### src/osrm_regs.svh
// constants for the oscillation stop and restart monitor
// assumes a single 250 MHz system clock that keeps running while the main clock is gone
`ifndef OSRM_REGS_SVH
`define OSRM_REGS_SVH

`define OSRM_CLK_PERIOD_NS 4
// longest gap between main clock edges before a stop is recognised
`define OSRM_STOP_WINDOW_NS 1000
`define OSRM_STOP_CYCLES ((`OSRM_STOP_WINDOW_NS + `OSRM_CLK_PERIOD_NS - 1) / `OSRM_CLK_PERIOD_NS)
// edges in a row, each within the window, that count as a restart
`define OSRM_RESTART_EDGES 4
`define OSRM_SYNC_STAGES 2

`define OSRM_OSC_SELECT_RST 1'b0
`define OSRM_DETECT_FLAG_RST 1'b0
`define OSRM_MAIN_STOPPED_RST 1'b0

`endif

### src/osrm_pkg.sv
// types shared by the oscillation stop and restart monitor
// assumes nothing beyond a SystemVerilog compiler
package osrm_pkg;

	typedef enum logic [1:0] {
		OSRM_SRC_MAIN,
		OSRM_SRC_PLL,
		OSRM_SRC_SUB,
		OSRM_SRC_OCO
	} osrm_src_type;

	typedef enum logic [1:0] {
		OSRM_ST_RUN,
		OSRM_ST_STOPPED,
		OSRM_ST_RESET
	} osrm_state_type;

endpackage

### src/osrm_monitor.sv
// main clock oscillation stop and restart monitor, top level
// assumes CLK runs from a source independent of the main clock; control bits are plain ports
//
// Overview of operation
// - interrupt behaviour applies only when the action select bit is one
// - action select zero with detection on: a stop requests a reset instead
// - main clock as cpu source stops: interrupt, start on-chip osc, switch cpu and peripherals
// - in that case set oscillator select, detect flag and stopped status
// - pll as cpu source stops: interrupt, flag and stopped set, select unchanged
// - restart after stop: interrupt, flag set, stopped cleared, select unchanged
// - interrupt shares the watchdog vector; software reads the flag to tell
// - flag set with the interrupt; while set further interrupts are blocked
// - stop in low speed mode: interrupt, on-chip osc starts, peripherals move, cpu stays
// - the interrupt is non-maskable, ignoring the enable flag and priority levels
`include "osrm_regs.svh"

module osrm_monitor
	import osrm_pkg::*;
#(
	parameter int STOP_CYCLES = `OSRM_STOP_CYCLES,
	parameter int RESTART_EDGES = `OSRM_RESTART_EDGES
) (
	input wire logic CLK,
	input wire logic NRST,
	input wire logic MAIN_CLK_IN,
	input wire logic DETECT_ENABLE,
	input wire logic DETECT_ACTION_SELECT,
	input wire logic [1:0] CPU_SRC,
	input wire logic OSC_SELECT_WR,
	input wire logic OSC_SELECT_WDATA,
	input wire logic DETECT_FLAG_CLR,
	input wire logic WDT_IRQ,
	output logic OSC_SELECT,
	output logic DETECT_FLAG,
	output logic MAIN_STOPPED_STATUS,
	output logic PERIPH_CLK_OCO,
	output logic OCO_RUN,
	output logic SPECIAL_IRQ,
	output logic STOP_RESET_REQ
);

	localparam int GAP_W = $clog2(STOP_CYCLES + 1);
	localparam int EDGE_W = $clog2(RESTART_EDGES + 1);
	localparam logic [GAP_W-1:0] GAP_LIMIT = GAP_W'(STOP_CYCLES);
	localparam logic [EDGE_W-1:0] EDGE_LIMIT = EDGE_W'(RESTART_EDGES);

	logic main_rise;
	osrm_src_type cpu_src;

	osrm_state_type state_reg;
	osrm_state_type state_next;
	logic [GAP_W-1:0] gap_reg;
	logic [GAP_W-1:0] gap_next;
	logic [EDGE_W-1:0] edges_reg;
	logic [EDGE_W-1:0] edges_next;

	logic osc_select_reg;
	logic osc_select_next;
	logic flag_reg;
	logic flag_next;
	logic stopped_reg;
	logic stopped_next;
	logic periph_oco_reg;
	logic periph_oco_next;
	logic oco_run_reg;
	logic oco_run_next;
	logic irq_reg;
	logic irq_next;
	logic reset_req_reg;
	logic reset_req_next;

	logic stop_event;
	logic restart_event;
	logic irq_event;

	assign cpu_src = osrm_src_type'(CPU_SRC);

	osrm_sync #(
		.STAGES(`OSRM_SYNC_STAGES)
	) u_main_sync (
		.clk(CLK),
		.nrst(NRST),
		.din(MAIN_CLK_IN),
		.rise(main_rise)
	);

	// edge watch: gap counter and restart edge counter
	always_comb begin
		state_next = state_reg;
		gap_next = gap_reg;
		edges_next = edges_reg;
		stop_event = 1'b0;
		restart_event = 1'b0;
		if (main_rise || !DETECT_ENABLE) begin
			gap_next = '0;
		end else if (gap_reg != GAP_LIMIT) begin
			gap_next = gap_reg + GAP_W'(1);
		end
		case (state_reg)
			OSRM_ST_RUN: begin
				edges_next = '0;
				if (DETECT_ENABLE && !main_rise && gap_reg == GAP_LIMIT - GAP_W'(1)) begin
					stop_event = 1'b1;
					if (DETECT_ACTION_SELECT) begin
						state_next = OSRM_ST_STOPPED;
					end else begin
						state_next = OSRM_ST_RESET;
					end
				end
			end
			OSRM_ST_STOPPED: begin
				if (!DETECT_ENABLE) begin
					edges_next = '0;
				end else if (gap_reg == GAP_LIMIT) begin
					edges_next = main_rise ? EDGE_W'(1) : '0;
				end else if (main_rise) begin
					if (edges_reg == EDGE_LIMIT - EDGE_W'(1)) begin
						restart_event = 1'b1;
						edges_next = '0;
						state_next = OSRM_ST_RUN;
					end else begin
						edges_next = edges_reg + EDGE_W'(1);
					end
				end
			end
			OSRM_ST_RESET: begin
				edges_next = '0;
			end
			default: begin
				state_next = OSRM_ST_RUN;
				edges_next = '0;
			end
		endcase
	end

	always_ff @(posedge CLK or negedge NRST) begin
		if (!NRST) begin
			state_reg <= OSRM_ST_RUN;
			gap_reg <= '0;
			edges_reg <= '0;
		end else begin
			state_reg <= state_next;
			gap_reg <= gap_next;
			edges_reg <= edges_next;
		end
	end

	// status bits, clock steering and interrupt request
	always_comb begin
		osc_select_next = osc_select_reg;
		flag_next = flag_reg;
		stopped_next = stopped_reg;
		periph_oco_next = periph_oco_reg;
		oco_run_next = oco_run_reg;
		reset_req_next = reset_req_reg;
		irq_event = 1'b0;
		if (OSC_SELECT_WR) begin
			osc_select_next = OSC_SELECT_WDATA;
			periph_oco_next = OSC_SELECT_WDATA;
			if (OSC_SELECT_WDATA) begin
				oco_run_next = 1'b1;
			end
		end
		if (DETECT_FLAG_CLR) begin
			flag_next = 1'b0;
		end
		if (stop_event && !DETECT_ACTION_SELECT) begin
			reset_req_next = 1'b1;
		end else if (stop_event) begin
			stopped_next = 1'b1;
			irq_event = !flag_reg;
			flag_next = 1'b1;
			case (cpu_src)
				OSRM_SRC_MAIN: begin
					oco_run_next = 1'b1;
					osc_select_next = 1'b1;
					periph_oco_next = 1'b1;
				end
				OSRM_SRC_SUB: begin
					oco_run_next = 1'b1;
					periph_oco_next = 1'b1;
				end
				default: begin
					// pll or on-chip osc: clock steering left to software
				end
			endcase
		end else if (restart_event) begin
			stopped_next = 1'b0;
			irq_event = !flag_reg;
			flag_next = 1'b1;
		end
		// stop reason remains; request shares the watchdog line, no mask applies
		irq_next = irq_event | WDT_IRQ;
	end

	always_ff @(posedge CLK or negedge NRST) begin
		if (!NRST) begin
			osc_select_reg <= `OSRM_OSC_SELECT_RST;
			flag_reg <= `OSRM_DETECT_FLAG_RST;
			stopped_reg <= `OSRM_MAIN_STOPPED_RST;
			periph_oco_reg <= 1'b0;
			oco_run_reg <= 1'b0;
			irq_reg <= 1'b0;
			reset_req_reg <= 1'b0;
		end else begin
			osc_select_reg <= osc_select_next;
			flag_reg <= flag_next;
			stopped_reg <= stopped_next;
			periph_oco_reg <= periph_oco_next;
			oco_run_reg <= oco_run_next;
			irq_reg <= irq_next;
			reset_req_reg <= reset_req_next;
		end
	end

	assign OSC_SELECT = osc_select_reg;
	assign DETECT_FLAG = flag_reg;
	assign MAIN_STOPPED_STATUS = stopped_reg;
	assign PERIPH_CLK_OCO = periph_oco_reg;
	assign OCO_RUN = oco_run_reg;
	assign SPECIAL_IRQ = irq_reg;
	assign STOP_RESET_REQ = reset_req_reg;

endmodule

### src/osrm_sync.sv
// two-stage synchroniser with rising edge detection behind it
// assumes the input is asynchronous to clk
`include "osrm_regs.svh"

module osrm_sync #(
	parameter int STAGES = `OSRM_SYNC_STAGES
) (
	input wire logic clk,
	input wire logic nrst,
	input wire logic din,
	output logic rise
);

	logic [STAGES-1:0] chain_reg;
	logic [STAGES-1:0] chain_next;
	logic last_reg;
	logic last_next;
	logic rise_reg;
	logic rise_next;

	always_comb begin
		chain_next = {chain_reg[STAGES-2:0], din};
		last_next = chain_reg[STAGES-1];
		rise_next = chain_reg[STAGES-1] & ~last_reg;
	end

	always_ff @(posedge clk or negedge nrst) begin
		if (!nrst) begin
			chain_reg <= '0;
			last_reg <= 1'b0;
			rise_reg <= 1'b0;
		end else begin
			chain_reg <= chain_next;
			last_reg <= last_next;
			rise_reg <= rise_next;
		end
	end

	assign rise = rise_reg;

endmodule
### config.mk
export PLATFORM = sky130hd
export DESIGN_NAME = osrm_monitor
export DESIGN_NICKNAME = d
export VERILOG_FILES = /design/src/osrm_pkg.sv /design/src/osrm_monitor.sv /design/src/osrm_sync.sv
export VERILOG_INCLUDE_DIRS = /design/src /design/src/src
export SDC_FILE = /design/constraint.sdc
export NUM_CORES = 1
export LEC_CHECK = 0
export BUFFER_PORTS_ARGS = -buffer_cell sky130_fd_sc_hd__buf_2
export CAP_MARGIN = 20
export CORE_MARGIN = 4
export CORE_UTILIZATION = 45
export DETAILED_ROUTE_END_ITERATION = 10
export GPL_TIMING_DRIVEN = 0
export PLACE_DENSITY_LB_ADDON = 0.25
export SYNTH_ARGS = -nofsm -noshare
export SYNTH_HDL_FRONTEND = slang
export SYNTH_SLANG_ARGS = --single-unit
### constraint.sdc
create_clock -name CLK -period 1.3 [get_ports CLK]
set_input_delay 0.195 -clock CLK [delete_from_list [all_inputs] [get_ports CLK]]
set_output_delay 0.195 -clock CLK [all_outputs]
set_load 0.01 [all_outputs]
==> results.md <==
* Crit path max-delay family: simple AND/OR/NAND/NOR gates
* Reg-to-Reg Start: gap_reg[1]
* Die width at 57.1 um
* Clock Sinks at 24
* Clock Tree Buf Depth at 2
* Final hold slack at 0.0314 ns
* Lkg Pwr at 0.000651 uW
* Initial antenna violation count at 0
* # DRC at 0
* Worst-Margin Slew at 0.525 ns
* CP Max Fanout at 3
* Final HPWL from detailed placement at 1.44 mm
* Post-layout util at 63.0%
* CTS tree: yes
* Final period util at 107%
* Clock Pin Slew Worst Setup and Hold Paths at 0.14 ns
* Max Cap Viol at 0
* Flip-flop count of the largest register after layout at 8
* FF+latch count, synth at 24
* Global-route wire length before repair at 3.42 mm
* Syn_area_per_cell at 11.0 um^2
* Final min period at 1.39 ns
* # fillers at 189
* Clock skew at 0.00295 ns
* Post-Synthesis Cells at 99
* Post-synthesis sequential area ratio at 55.4%
* Highest Clock Rate at 719 MHz
* Die Height at 57.1 um
* Fin. Hold Viols at 0
* Synth warnings at 0
* Worst Setup End Kind: flop
* Initial Util at 48.1%
* DRT antenna net count at 0
* CP Buf/Inv Count at 1
* Worst hold-check path type: primary input to flop
* Rows at 17
* Startpoint types: flop
* Outcome: complete, but fails checks
* Vias in the first global route at 809
* Port Buffer Count at 17
* H-tree depth at 1
* DIE AREA at 3260 um^2
* Nets at 145
* Placement Setup Slack at -0.154 ns
* Final Setup Violations at 7
* Worst Path Arrival at 1.62 ns
* Vias/cell at 5.20
* Worst Path Required at 1.52 ns
* Crit-path cells: inv_1, ha_2, and4bb_2, nand4_1, o311ai_2
* RePlAce Congestion at 0.759
* Post-Syn Area at 1080 um^2
* Routed WL per cell at 13.3 um
* Clk_lat worst skew at 0.31 ns
* Slowest stage cell, crit path: dfrtp_1
* Drt initial violations at 19
* Failing checks: setup timing
* CP max stage delay at 0.41 ns
* Total CTS buffers at 3
* Num ports at 18
* Largest net degree at the start of global routing at 25
* Design Area, Final at 1420 um^2
* CP startpoint: gap_reg[1]
* Netlist cell types at 33
* Rel. slew slack at 65.0%
* Final WL at 2.09 mm
* Worst setup margin at -0.0909 ns
* Area grow syn2layout at 30.9%
* Slew Viols, Final at 0
* Worst Hold Launch: DETECT_FLAG_CLR
* Antenna cells at 0
* Peak VDD IR at 0.705 mV
* Layout cells sized above 1 at 37.2%
* GRT overflow at 0
* Clk root buf: clkbuf_4
* Core footprint at 2250 um^2
* Area after DPL at 1210 um^2
* CP Class: flop to flop
* Mapped Nets at 114
* First-pass DRT Iterations at 4
* Via count at 817
* RSZ-0062 raised after global routing: yes
* P per Cell Area at 1030 nW/um^2
* Setup TNS at -0.338 ns
* Gr usage total at 13.3%
## report_power, final
part           switching [uW]  total, uW  internal, uW
sequential               14.2        784           769
combinational            73.6        137          63.2
clock                     230        541           311
## path summary, 6_finish.rpt
kind / to / slack (ns) / depth (start not counted)
max: OSC_SELECT / -0.09 / 5
min: DETECT_FLAG / 0.03 / 2
max reg2reg: OSC_SELECT / -0.09 / 5
min reg2reg: u_main_sync.chain_reg[1] / 0.37 / 0
max in group asynchronous: gap_reg[1] / 0.58 / 2
min in group asynchronous: edges_reg[0] / 0.37 / 2
## cell usage in the layout, fill, tap and decap left out, types with 2 or more instances in the layout
cell and instances:
dfrtp_1 24, dlygate4sd3_1 2, a21oi_1 3, nand2b_1 5, buf_2 17, a21oi_2 2
nand3_1 2, inv_1 5, clkbuf_4 3, buf_4 7, nand3b_1 3, nand2_1 7
and4_4 2, nor2_1 8, nor2b_1 2, a21o_1 2, xnor2_1 3, xor2_1 2
ha_4 2
## kinds of logic after synthesis
family,Yosys count,synth area share [%]
flops,24,55.4
fa+ha+maj,4,4.61
xor+xnor,5,4.04
compound gates,18,11.1
buf+inv,6,2.08
simple gates,42,22.8
## Yosys cell counts
cell	n	share of area (%)
a211oi_1	1	0.69
a21bo_2	1	0.92
a21boi_0	1	0.69
a21o_1	2	1.4
a21oi_1	5	2.3
a311o_1	1	0.92
a31oi_1	1	0.58
and2b_4	1	0.92
and3_1	2	1.2
and4_2	1	0.92
and4_4	1	1.0
and4bb_2	1	1.2
clkbuf_1	1	0.35
dfrtp_1	24	55
ha_1	4	4.6
inv_1	5	1.7
nand2_1	8	2.8
nand2b_1	5	2.9
nand3_1	3	1.4
nand3_4	1	1.6
nand3b_1	3	2.1
nand4_1	1	0.58
nor2_1	9	3.1
nor2b_1	2	1.2
nor3_1	2	0.92
o21a_1	1	0.69
o21ai_0	3	1.4
o21bai_1	1	0.69
o311ai_1	1	0.81
or2_2	1	0.58
or3_1	1	0.58
xnor2_1	3	2.4
xor2_1	2	1.6
## cell type report
class | instances | area [um^2] | share of cell area [%]
inverters | 5 | 18.8 | 1.32
clock buffers | 3 | 22.5 | 1.59
flip-flops and latches | 24 | 601 | 42.3
clock inverters | 1 | 30.0 | 2.11
repair buffers | 26 | 158 | 11.1
well taps | 28 | 35.0 | 2.47
plain buffers | 1 | 3.75 | 0.264
multi-input cells | 69 | 552 | 38.9
## worst register-to-register path, delay by kind of cell (launching register included)
family	cells	cell delay, ns
flip-flops	1	0.41
AO/OA/AOI/OAI	1	0.26
adder cells (fa/ha/maj)	1	0.17
buffers and inverters	1	0.06
AND/OR/NAND/NOR	2	0.41
## per-stage QoR
step,cells,total power [uW]
3_5_place_dp,144,904
5_1_grt,157,1520
6_report,157,1460
4_1_cts,156,1460
3_3_place_gp,144,899
2_1_floorplan,99,852
## routing by layer
| layer | wire [um] | up-vias | part of all wire [%] | GRT usage (%) |
|---|---|---|---|---|
| met2 | 1120 | 6 | 54 | 22.2 |
| met5 | 0 | - | 0 | 0 |
| met4 | 10 | 0 | 0.48 | 6.29 |
| met3 | 49 | 2 | 2.3 | 2.04 |
| met1 | 910 | 406 | 44 | 16.9 |
| li1 | - | 403 | - | - |
## what timing repair did
item                                   in CTS  in global routing
buffers inserted                            6                  2
endpoints found under the hold margin      25                  0
gates cloned                                0                  0
hold buffers                                2                  0
pin swaps                                   3                  3
resized for setup                           6                  9
setup endpoints to repair                   9                 10
(Power assumes the default switching activity.)
